[config.mk]
export PLATFORM = sky130hd
export DESIGN_NAME = bsu_core
export DESIGN_NICKNAME = d
export VERILOG_FILES = /design/src/bsu_pkg.sv /design/src/shift_flag_unit.sv /design/src/bsu_core.sv
export VERILOG_INCLUDE_DIRS = /design/src /design/src/src
export SDC_FILE = /design/constraint.sdc
export NUM_CORES = 1
export LEC_CHECK = 0
export BUFFER_PORTS_ARGS = -buffer_cell sky130_fd_sc_hd__clkbuf_2
export CAP_MARGIN = 20
export CORE_MARGIN = 10
export CORE_UTILIZATION = 45
export CTS_CLUSTER_DIAMETER = 60
export DETAILED_ROUTE_END_ITERATION = 6
export PLACE_DENSITY = 0.69
export SLEW_MARGIN = 0
export SYNTH_ARGS = -nofsm -noshare
export SYNTH_HDL_FRONTEND = slang
export SYNTH_SLANG_ARGS = --single-unit
export TNS_END_PERCENT = 100
[constraint.sdc]
create_clock -name CLK -period 2.4 [get_ports CLK]
set_clock_uncertainty 0.1 [all_clocks]
set_input_delay 0.48 -clock CLK [delete_from_list [all_inputs] [get_ports CLK]]
set_output_delay 0.48 -clock CLK [all_outputs]
set_load 0.01 [all_outputs]
[src/bsu_map.svh]
// timing counts and field positions for the branch, skip, bit and shift unit
// assumes a status byte laid out carry in bit 0 up to interrupt enable in bit 7
`ifndef BSU_MAP_SVH
`define BSU_MAP_SVH

// status byte bit positions
`define FLAG_C 3'h0
`define FLAG_Z 3'h1
`define FLAG_N 3'h2
`define FLAG_V 3'h3
`define FLAG_S 3'h4
`define FLAG_H 3'h5
`define FLAG_T 3'h6
`define FLAG_I 3'h7

// widths
`define PC_W   16
`define OFS_W  7

// cycle counts of each outcome
`define CYC_NOT_TAKEN  2'h1
`define CYC_BR_TAKEN   2'h2
`define CYC_SKIP_ONE   2'h2
`define CYC_SKIP_TWO   2'h3
`define CYC_IO_BIT     2'h2
`define CYC_SHIFT      2'h1

// program counter steps
`define PC_STEP_ONE    16'h0001
`define PC_STEP_TWO    16'h0002
`define PC_STEP_THREE  16'h0003

// reset values
`define PC_RST         16'h0000
`define BYTE_RST       8'h00

`endif

[src/bsu_pkg.sv]
// types shared by the branch, skip, bit and shift unit
// assumes the core decoder hands over one operation code per instruction
package bsu_pkg;

  typedef enum logic [4:0] {
    OP_NONE,
    SKIP_IF_REG_BIT_ONE,
    SKIP_IF_IO_BIT_ZERO,
    SKIP_IF_IO_BIT_ONE,
    BRANCH_ON_FLAG_ONE,
    BRANCH_ON_FLAG_ZERO,
    BRANCH_IF_EQUAL,
    BRANCH_IF_UNEQUAL,
    BRANCH_IF_CARRY_ONE,
    BRANCH_IF_CARRY_ZERO,
    BRANCH_IF_SAME_OR_HIGHER,
    BRANCH_IF_LOWER,
    BRANCH_IF_MINUS,
    BRANCH_IF_PLUS,
    BRANCH_SIGNED_GE,
    BRANCH_SIGNED_LT,
    BRANCH_HALF_CARRY_ONE,
    BRANCH_HALF_CARRY_ZERO,
    BRANCH_TRANSFER_BIT_ONE,
    BRANCH_TRANSFER_BIT_ZERO,
    BRANCH_OVERFLOW_ONE,
    BRANCH_OVERFLOW_ZERO,
    BRANCH_IRQ_ENABLED,
    BRANCH_IRQ_DISABLED,
    IO_BIT_SET,
    IO_BIT_CLEAR,
    SHIFT_LEFT_LOGICAL,
    SHIFT_RIGHT_LOGICAL,
    ROTATE_LEFT_VIA_CARRY,
    ROTATE_RIGHT_VIA_CARRY
  } op_type;

  typedef enum logic {
    ST_IDLE,
    ST_EXEC
  } state_type;

endpackage

[src/shift_flag_unit.sv]
// shift and rotate datapath with its flag results
// assumes operand and carry are stable while the caller samples the result
`timescale 1ns/10ps
`include "bsu_map.svh"

module shift_flag_unit
  import bsu_pkg::*;
(
  // operation
  input  wire op_type     op,
  input  wire logic [7:0] operand,
  input  wire logic       carry_in,
  // result
  output logic      [7:0] result,
  output logic            carry_out,
  output logic            zero_out,
  output logic            neg_out,
  output logic            ovf_out
);

  always_comb begin
    result    = operand;
    carry_out = carry_in;
    unique case (op)
      SHIFT_LEFT_LOGICAL: begin
        result    = {operand[6:0], 1'b0};
        carry_out = operand[7];
      end
      SHIFT_RIGHT_LOGICAL: begin
        result    = {1'b0, operand[7:1]};
        carry_out = operand[0];
      end
      ROTATE_LEFT_VIA_CARRY: begin
        result    = {operand[6:0], carry_in};
        carry_out = operand[7];
      end
      ROTATE_RIGHT_VIA_CARRY: begin
        result    = {carry_in, operand[7:1]};
        carry_out = operand[0];
      end
      default: begin
        result    = operand;
        carry_out = carry_in;
      end
    endcase
    zero_out = (result == `BYTE_RST);
    neg_out  = result[7];
    // overflow of a one-place shift is n xor c, which is the sign change only for the left shifts
    ovf_out  = result[7] ^ carry_out;
  end

endmodule // shift_flag_unit

[src/bsu_core.sv]
// branch, skip, single-bit and shift execution for the 8-bit core
// assumes operands are valid in the cycle START is high and the core
// commits PC, I/O, register and status writes on the strobes below
//
// Functional notes
// - skip on register bit one: pc plus 2 or 3, no flags
// - skip on I/O bit zero: pc plus 2 or 3, no flags
// - skip on I/O bit one: pc plus 2 or 3, no flags
// - branch on chosen status bit one: pc plus k plus one
// - branch on chosen status bit zero: one cycle idle, two taken
// - branch if equal when zero flag is one, one or two cycles
// - carry branches: lower/carry-one on c one, others on c zero
// - minus branch on n one, plus branch on n zero
// - signed ge on n xor v zero, signed lt on one
// - half carry branches on h one or zero
// - transfer bit branches on t one or zero
// - overflow branches on v one or zero
// - interrupt branches on i one or zero, no flags changed
// - I/O bit set forces chosen bit to one, two cycles
// - I/O bit clear forces chosen bit to zero, two cycles
// - logical left shift, zero into bit 0, z c n v in one cycle
// - logical right shift, zero into bit 7, z c n v in one cycle
// - rotate left through carry, z c n v in one cycle
// - rotate right through carry, z c n v in one cycle
`timescale 1ns/10ps
`include "bsu_map.svh"

module bsu_core
  import bsu_pkg::*;
(
  // clock and reset
  input  wire logic              CLK,
  input  wire logic              RST_B,
  // request
  input  wire logic              START,
  input  wire op_type            OP,
  input  wire logic [2:0]        BIT_SEL,
  input  wire logic [`OFS_W-1:0] OFFSET,
  input  wire logic              NEXT_TWO_WORD,
  // operands
  input  wire logic [`PC_W-1:0]  PC_IN,
  input  wire logic [7:0]        REG_VAL,
  input  wire logic [7:0]        IO_VAL,
  input  wire logic [7:0]        STATUS_IN,
  // handshake
  output logic                   BUSY,
  output logic                   DONE,
  // results
  output logic                   PC_LOAD,
  output logic [`PC_W-1:0]       PC_OUT,
  output logic                   IO_WE,
  output logic [7:0]             IO_WDATA,
  output logic                   REG_WE,
  output logic [7:0]             REG_WDATA,
  output logic                   STATUS_WE,
  output logic [7:0]             STATUS_OUT
);

  state_type        state_r,     state_nxt;
  logic [1:0]       cnt_r,       cnt_nxt;
  logic [`PC_W-1:0] pc_r,        pc_nxt;
  logic [7:0]       io_r,        io_nxt;
  logic [7:0]       reg_r,       reg_nxt;
  logic [7:0]       stat_r,      stat_nxt;
  logic             pc_we_r,     pc_we_nxt;
  logic             io_we_r,     io_we_nxt;
  logic             reg_we_r,    reg_we_nxt;
  logic             stat_we_r,   stat_we_nxt;

  logic             take;
  logic             is_branch;
  logic             is_skip;
  logic             is_io;
  logic             is_shift;
  logic [2:0]       flag_idx;
  logic             flag_pol;
  logic             br_cond;
  logic             skip_cond;
  logic [7:0]       bit_mask;
  logic [`PC_W-1:0] k_ext;
  logic [7:0]       sh_result;
  logic             sh_c;
  logic             sh_z;
  logic             sh_n;
  logic             sh_v;

  // one-hot mask of the selected bit
  genvar gi;
  generate
    for (gi = 0; gi < 8; gi = gi + 1) begin : g_mask
      assign bit_mask[gi] = (BIT_SEL == 3'(gi));
    end
  endgenerate

  shift_flag_unit shift_flag_unit_inst (
    .op        (OP),
    .operand   (REG_VAL),
    .carry_in  (STATUS_IN[`FLAG_C]),
    .result    (sh_result),
    .carry_out (sh_c),
    .zero_out  (sh_z),
    .neg_out   (sh_n),
    .ovf_out   (sh_v)
  );

  // a new request may land in the completing cycle, so no dead cycle
  assign BUSY      = (state_r == ST_EXEC) && (cnt_r != 2'h0);
  assign DONE      = (state_r == ST_EXEC) && (cnt_r == 2'h0);
  assign take      = START && !BUSY;
  assign k_ext     = {{(`PC_W-`OFS_W){OFFSET[`OFS_W-1]}}, OFFSET};
  assign PC_LOAD   = DONE && pc_we_r;
  assign IO_WE     = DONE && io_we_r;
  assign REG_WE    = DONE && reg_we_r;
  assign STATUS_WE = DONE && stat_we_r;
  assign PC_OUT     = pc_r;
  assign IO_WDATA   = io_r;
  assign REG_WDATA  = reg_r;
  assign STATUS_OUT = stat_r;

  // decode: class, tested status bit and the level that takes the branch
  always_comb begin
    is_branch = 1'b1;
    is_skip   = 1'b0;
    is_io     = 1'b0;
    is_shift  = 1'b0;
    flag_idx  = `FLAG_Z;
    flag_pol  = !(OP inside {BRANCH_ON_FLAG_ZERO, BRANCH_IF_UNEQUAL,
                  BRANCH_IF_CARRY_ZERO, BRANCH_IF_SAME_OR_HIGHER,
                  BRANCH_IF_PLUS, BRANCH_SIGNED_GE, BRANCH_HALF_CARRY_ZERO,
                  BRANCH_TRANSFER_BIT_ZERO, BRANCH_OVERFLOW_ZERO,
                  BRANCH_IRQ_DISABLED});
    unique case (OP)
      SKIP_IF_REG_BIT_ONE, SKIP_IF_IO_BIT_ZERO, SKIP_IF_IO_BIT_ONE: begin
        is_branch = 1'b0;
        is_skip   = 1'b1;
      end
      BRANCH_ON_FLAG_ONE, BRANCH_ON_FLAG_ZERO: flag_idx = BIT_SEL;
      BRANCH_IF_EQUAL, BRANCH_IF_UNEQUAL: flag_idx = `FLAG_Z;
      BRANCH_IF_CARRY_ONE, BRANCH_IF_LOWER,
      BRANCH_IF_CARRY_ZERO, BRANCH_IF_SAME_OR_HIGHER: flag_idx = `FLAG_C;
      BRANCH_IF_MINUS, BRANCH_IF_PLUS: flag_idx = `FLAG_N;
      BRANCH_SIGNED_LT, BRANCH_SIGNED_GE: flag_idx = `FLAG_S;
      BRANCH_HALF_CARRY_ONE, BRANCH_HALF_CARRY_ZERO: flag_idx = `FLAG_H;
      BRANCH_TRANSFER_BIT_ONE, BRANCH_TRANSFER_BIT_ZERO: flag_idx = `FLAG_T;
      BRANCH_OVERFLOW_ONE, BRANCH_OVERFLOW_ZERO: flag_idx = `FLAG_V;
      BRANCH_IRQ_ENABLED, BRANCH_IRQ_DISABLED: flag_idx = `FLAG_I;
      IO_BIT_SET, IO_BIT_CLEAR: begin
        is_branch = 1'b0;
        is_io     = 1'b1;
      end
      SHIFT_LEFT_LOGICAL, SHIFT_RIGHT_LOGICAL,
      ROTATE_LEFT_VIA_CARRY, ROTATE_RIGHT_VIA_CARRY: begin
        is_branch = 1'b0;
        is_shift  = 1'b1;
      end
      default:                  is_branch = 1'b0;
    endcase
  end

  // signed ops use n xor v directly rather than trusting a stored s bit
  always_comb begin
    if (OP == BRANCH_SIGNED_GE || OP == BRANCH_SIGNED_LT) begin
      br_cond = ((STATUS_IN[`FLAG_N] ^ STATUS_IN[`FLAG_V]) == flag_pol);
    end else begin
      br_cond = (STATUS_IN[flag_idx] == flag_pol);
    end
    unique case (OP)
      SKIP_IF_REG_BIT_ONE: skip_cond = |(REG_VAL & bit_mask);
      SKIP_IF_IO_BIT_ZERO: skip_cond = ~|(IO_VAL & bit_mask);
      SKIP_IF_IO_BIT_ONE:  skip_cond = |(IO_VAL & bit_mask);
      default:             skip_cond = 1'b0;
    endcase
  end

  // next state and results
  always_comb begin
    state_nxt   = state_r;
    cnt_nxt     = cnt_r;
    pc_nxt      = pc_r;
    io_nxt      = io_r;
    reg_nxt     = reg_r;
    stat_nxt    = stat_r;
    pc_we_nxt   = pc_we_r;
    io_we_nxt   = io_we_r;
    reg_we_nxt  = reg_we_r;
    stat_we_nxt = stat_we_r;
    if (state_r == ST_EXEC && cnt_r != 2'h0) begin
      cnt_nxt = cnt_r - 2'h1;
    end else if (take && (is_branch || is_skip || is_io || is_shift)) begin
      state_nxt   = ST_EXEC;
      pc_we_nxt   = is_branch || is_skip;
      io_we_nxt   = is_io;
      reg_we_nxt  = is_shift;
      stat_we_nxt = is_shift;
      pc_nxt      = PC_IN + `PC_STEP_ONE;
      cnt_nxt     = `CYC_NOT_TAKEN - 2'h1;
      io_nxt      = IO_VAL;
      reg_nxt     = REG_VAL;
      stat_nxt    = STATUS_IN;
      if (is_branch && br_cond) begin
        // relative target pc plus k plus one
        pc_nxt  = PC_IN + k_ext + `PC_STEP_ONE;
        cnt_nxt = `CYC_BR_TAKEN - 2'h1;
      end else if (is_skip && skip_cond) begin
        // step over one or two words
        pc_nxt  = NEXT_TWO_WORD ? PC_IN + `PC_STEP_THREE
                                : PC_IN + `PC_STEP_TWO;
        cnt_nxt = NEXT_TWO_WORD ? `CYC_SKIP_TWO - 2'h1
                                : `CYC_SKIP_ONE - 2'h1;
      end else if (is_io) begin
        cnt_nxt = `CYC_IO_BIT - 2'h1;
        if (OP == IO_BIT_SET) begin
          io_nxt = IO_VAL | bit_mask;
        end else begin
          io_nxt = IO_VAL & ~bit_mask;
        end
      end else if (is_shift) begin
        // only z c n v move, other status bits pass through
        cnt_nxt             = `CYC_SHIFT - 2'h1;
        reg_nxt             = sh_result;
        stat_nxt[`FLAG_C]   = sh_c;
        stat_nxt[`FLAG_Z]   = sh_z;
        stat_nxt[`FLAG_N]   = sh_n;
        stat_nxt[`FLAG_V]   = sh_v;
      end
    end else begin
      state_nxt = ST_IDLE;
      cnt_nxt   = 2'h0;
    end
  end

  always_ff @(posedge CLK or negedge RST_B) begin
    if (!RST_B) begin
      state_r   <= ST_IDLE;
      cnt_r     <= 2'h0;
      pc_r      <= `PC_RST;
      io_r      <= `BYTE_RST;
      reg_r     <= `BYTE_RST;
      stat_r    <= `BYTE_RST;
      pc_we_r   <= 1'b0;
      io_we_r   <= 1'b0;
      reg_we_r  <= 1'b0;
      stat_we_r <= 1'b0;
    end else begin
      state_r   <= state_nxt;
      cnt_r     <= cnt_nxt;
      pc_r      <= pc_nxt;
      io_r      <= io_nxt;
      reg_r     <= reg_nxt;
      stat_r    <= stat_nxt;
      pc_we_r   <= pc_we_nxt;
      io_we_r   <= io_we_nxt;
      reg_we_r  <= reg_we_nxt;
      stat_we_r <= stat_we_nxt;
    end
  end
endmodule // bsu_core

Yosys cells after proc, flatten, opt, wreduce, memory -nomap -nowiden:

Index checks and enable logic that the tools add are counted.

* bits in registers: 46
* output and inout bits: 46

* add/sub/neg operators: 6
* $lt $le $gt $ge: 1
* eq/ne operators: 38
* muxes and demuxes: 33
* bitwise gates (word level): 8
* reduce and logical (&&, ||, !) cells: 38

Operators by type and width (count)
* equality test 5 bit (second input constant): 14
* 2-to-1 mux 8 bit: 8
* 2-to-1 mux 16 bit: 3
* equality test 5 x 4 -> 1 bit (second input constant): 8
* adder 16 x 1 -> 16 bit (second input constant): 2
* adder 16 x 2 -> 16 bit (second input constant): 2
* one-hot mux 8 bit (4 select lines): 1
* bitwise AND 8 bit: 3
* one-hot mux 3 bit (8 select lines): 1
* equality test 5 x 3 -> 1 bit (second input constant): 4
* OR reduction 2 bit: 10
* OR reduction 20 bit: 1
* adder 16 bit: 1
* 2-to-1 mux 4 bit: 4
* OR reduction 8 bit: 2
* equality test 3 bit (second input constant): 4
* equality test 5 x 2 -> 1 bit (second input constant): 2
* 2-to-1 mux 2 bit: 5
* nonzero test 10 bit: 1
* logical AND 1 bit: 9
* logical NOT 8 bit: 1
* 2-to-1 mux 1 bit: 8
* NOT 8 bit: 1
* bitwise OR 8 bit: 1
* other kinds (19): 28

Logic depth before layout (Yosys ltp):

* word-level depth: 11
* mapped depth: 13
* mapped depth without buffers: 13

Cells and area by module:

From an unflattened synthesis, not the netlist that was laid out.

* cells, all modules: 467
* area total of the unflattened synthesis: 4021.4 um^2

Modules (own cells, without submodules)
* bsu_core: times used 1, cells each 408, area an instance 3636.0 um^2, sequential area each 1151.1 um^2
* shift_flag_unit: times used 1, cells each 59, area an instance 385.4 um^2, sequential area each 0.0 um^2

Worst setup path before layout:

No wires, ideal clock.

* kind: input port to flip-flop
* start: input port PC_IN[0]
* end: register pc_r[14] (netlist: PC_OUT[14])
* data arrival time: 3.045 ns
* required time: 2.223 ns
* setup slack: -0.823 ns
* stages: 13
* cell sequence: inv_1 > ha_1 > inv_1 > fa_1 > a211o_1 > a2111oi_0 > o311ai_0 > o41ai_1 > o21bai_1 > a21oi_1 > xnor2_1 > mux2i_1 > a21oi_1

* word-level cells in the longest chain between the ends: 4
* elaborated cells between the ends (all ways): 8
* those cells by class: add/sub: 5; mux: 3

RTL lines
* start, declared: line bsu_core.sv:41 `` input wire logic [`PC_W-1:0] PC_IN, ``
* parallel branches: the longest is 3 deep, another holds adder 16 bit
* 2-to-1 mux 16 bit *: line bsu_core.sv:200 `if (is_branch && br_cond) begin`
* end signal, assigned: line bsu_core.sv:236 `` pc_r <= `PC_RST; ``
* end signal, assigned: line bsu_core.sv:247 `pc_r <= pc_nxt;`
* end, declared: line bsu_core.sv:61 `` logic [`PC_W-1:0] pc_r, pc_nxt; ``

Mark *: on every way between the ends.
A chain may end at the register's enable or synchronous reset.

Worst setup path in the final report:

* start: input port OFFSET[0]
* end: register pc_r[14] (netlist: PC_OUT[14])

* word-level cells in the longest chain between the ends: 3

RTL lines
* start, declared: line bsu_core.sv:38 `` input wire logic [`OFS_W-1:0] OFFSET, ``
* adder 16 bit: line bsu_core.sv:202 `` pc_nxt = PC_IN + k_ext + `PC_STEP_ONE; ``
* adder 16 x 1 -> 16 bit (no source line)
* 2-to-1 mux 16 bit: line bsu_core.sv:200

No other way between the ends.

==> impl_metrics.csv <==
group,metric,value,unit
status,status,"complete, but fails checks",
status,violations,"negative setup slack",
power,pwr-share-comb,51.6,%
synthesis,yosys_register_bits,46,
drt,post_drt_wl_per_cell,18.0,µm
worst_setup_path,slowest_stage,"o41ai_2",
synthesis,ys_seq_area_share,29.7,%
timing,max_freq,319,MHz
drt,drt_iter0_drc,189,
synthesis,synth-edff-count,0,
die,io_pins,105,
timing,fin_ws,-0.736,ns
worst_setup_path,crit_type,"in2reg",
synthesis,ys_warn_count,0,
synthesis,syn_nets,544,
clocking,cts_buffer_depth,2,
clocking,clkSinkCount,46,
timing,fin_crit_sh,131,%
global_route,antenna_found_initial,0,
drt,route.detailed.drc,0,
synthesis,netlist_instances,464,
drt,drtPass1Iterations,5,
timing,setup_viol,17,
worst_setup_path,timing.rr.start,"cnt_r[0]",
worst_setup_path,r2r_cells,6,
die,die_x,113,µm
place,place_congestion,0.818,
worst_setup_path,r2r_end,"PC_OUT[2]",
worst_setup_path,crit_chain,"clkbuf_16 -> inv_12 -> ha_4 -> inv_2 -> fa_2 -> a211o_1 -> a2111oi_4 -> o311ai_2 -> o41ai_2 -> o21bai_1 -> a21oi_2 -> xnor2_2 -> mux2i_1 -> a21oi_1",
synthesis,yosysTopAreaCellShare,29.7,%
die,num_rows,33,
place,dpl_cell_area,5260,µm²
layout,fillers,656,
layout,syn2layout_area_growth,50.1,%
layout,antenna_cells,0,
clocking,h-tree-depth,2,
clocking,cts_tree,"yes",
die,initial_core_util,46.7,%
place,portBuffers,104,
synthesis,yosysTopAreaCell,"dfrtp_1",
power,internal-power,2.36,mW
synthesis,synth.cell_area,3870,µm²
power,switching_share,40.7,%
worst_setup_path,crit_path_end_kind,"flop",
synthesis,synth-main-ff-cell,"dfrtp_1",
worst_setup_path,arrival,3.20,ns
global_route,grtUsageTotal,20.4,%
power,power_frac_clock,15.3,%
drt,routed_wl,13.6,mm
layout,stdcell_count,758,
power,power,3.97,mW
timing,finalHoldWorstSlack,0.0882,ns
global_route,grt_max_degree,53,
worst_setup_path,cpPeakStageDelay,0.45,ns
drt,via_per_inst,5.57,
worst_setup_path,crit_buf_inv,3,
global_route,grt_first_pass_wirelength,21.9,mm
clocking,root_buffer,"clkbuf_8",
synthesis,yosys-top-cells-count,"nand2_1, dfrtp_1, o21ai_0, a21oi_1, nor2_1",
global_route,grt_pass1_vias,4452,
timing,worst_pin_slew,0.655,ns
layout,fin_nets,732,
power,pwr-share-seq,33.1,%
flow_run,cap_violations,0,
power,p_per_area,684,nW/µm²
drt,vias,4223,
synthesis,synthArstFlopShare,100,%
timing,maxSlewViolCount,0,
synthesis,netlist_top_cells_area,"dfrtp_1, nand2_1, ha_1, mux2i_1, xnor2_1",
layout,final_layout_size_suffix_gt1_share,40.9,%
place,place_hpwl,10.1,mm
worst_setup_path,worstSetupStartpointType,"input pin",
synthesis,syn_avg_cell_area,8.35,µm²
clocking,clk_pin_slew,0.10,ns
die,die-area,12700,µm²
timing,rsz0062_at_grt,"true",
worst_setup_path,r2r_setup_slack,0.20,ns
worst_setup_path,cp.required,2.47,ns
power,ir_drop,0.000362,V
place,dpl_worst_slack,-0.886,ns
power,cellLeakagePower,2.84,nW
clocking,numCtsBuffers,5,
timing,max_slew_margin,56.3,%
drt,ant_nets,0,
layout,post-route-cell-area,5810,µm²
place,placed_cells,736,
timing,fin_crit,3.14,ns
die,die_y,113,µm
synthesis,ys_types,63,
synthesis,yosysMostFrequentCell,"nand2_1",
min_path,worst_hold_path_type,"in2async",
worst_setup_path,cp_top_family,"compound AO/OA/AOI/OAI gates",
die,coreArea,8300,µm²
global_route,overflow,0,
worst_setup_path,crit_fanout,2,
timing,finalHoldViolCount,0,
clocking,clkLatencyLatePin,0.30,ns
power,p_switching,1.62,mW
area by class of cell:
cell class / count / area (µm²) / area share, %
Inverter: 14 / 72.6 / 1.25
Sequential cell: 46 / 1150 / 19.8
Multi-Input combinational cell: 378 / 2850 / 49.0
Tap cell: 105 / 131 / 2.26
Timing Repair Buffer: 207 / 1500 / 25.8
Clock buffer: 6 / 72.6 / 1.25
Clock inverter: 2 / 37.5 / 0.646
per-layer routing:
| metal | vias to the layer above | global-route usage (%) | routed length [µm] |
|---|---|---|---|
| li1 | 2051 | - | - |
| met1 | 2020 | 22.9 | 5540 |
| met2 | 135 | 37.6 | 7020 |
| met3 | 17 | 3.96 | 794 |
| met4 | 0 | 6.43 | 263 |
| met5 | - | 0 | 0 |
sequential cells by signal, indices dropped and copies added, names as in the netlist:
| name | flops |
|---|---|
| PC_OUT | 16 |
| IO_WDATA | 8 |
| pc_we_r | 1 |
| cnt_r | 2 |
| reg_we_r | 1 |
| STATUS_OUT | 8 |
| REG_WDATA | 8 |
| io_we_r | 1 |
| state_r | 1 |
logic make-up after synthesis:
| group | synth area share [%] |
|---|---|
| buffers and inverters | 4.56 |
| flip-flops | 29.7 |
| AO/OA/AOI/OAI | 19.5 |
| adder cells (fa/ha/maj) | 6.98 |
| multiplexers | 10.0 |
| XOR/XNOR | 7.46 |
| AND/OR/NAND/NOR | 21.7 |
placed cells by master, fill, tap and decap left out, drive strengths merged, types with 3 or more instances in the layout:
cell,Yosys,routed
nand2,67,67
a211o,3,3
a21o,3,3
nand4,9,9
ha,20,20
o211ai,5,5
a21oi,31,31
nor4,3,3
nor2,30,30
xnor2,20,20
and3,6,6
nand3,20,20
mux2i,23,23
buf,10,104
mux2,6,6
dfrtp,46,46
nor3,10,10
nand2b,6,6
inv,14,14
o21ai,42,42
a31oi,4,4
o311ai,7,7
o21a,4,4
and2,4,4
clkbuf,16,109
nor2b,3,3
xor2,13,13
a211oi,4,4
mux4,4,4
worst register-to-register path, cell delays in order (launching register included):
cell and delay, ns:
dfrtp_1 0.39, inv_1 0.06, ha_1 0.21, nand2b_1 0.29, and4_1 0.68, nand4_1 0.26
o311ai_4 0.12
power by group through the flow:
stage / Clock, mW / Combinational [mW] / Sequential (mW)
6_report: 0.609 / 2.05 / 1.31
4_1_cts: 0.625 / 2.06 / 1.31
3_5_place_dp: 0 / 1.86 / 1.33
3_3_place_gp: 0 / 1.81 / 1.31
5_1_grt: 0.650 / 2.25 / 1.35
2_1_floorplan: 0 / 0.873 / 1.45
per-stage QoR:
step	setup TNS [ns]	utilization, %
CTS	-5.03	69.8
global route	-7.90	70.0
detailed placement	-10.22	63.3
floorplan	-4.86	-
finish	-6.79	70.0
global placement	-9.35	63.3
timing repair:
item                                   4_1_cts  5_1_grt
hold buffers                                 0        0
setup buffers                               10        5
setup endpoints to repair                   17       18
gates resized for setup                     47       12
endpoints found under the hold margin        0        0
pin swaps                                   11       22
cloned                                       3        0
worst max-delay path by stage:
stage	startpoint	endpoint	cells after the start
floorplan	OFFSET[0]	PC_OUT[14]	13
global placement	OFFSET[0]	PC_OUT[14]	14
detailed placement	OFFSET[0]	PC_OUT[14]	14
CTS	OFFSET[0]	PC_OUT[14]	14
global route	OFFSET[0]	PC_OUT[14]	14
finish	OFFSET[0]	PC_OUT[14]	14
(Power assumes the default switching activity.)
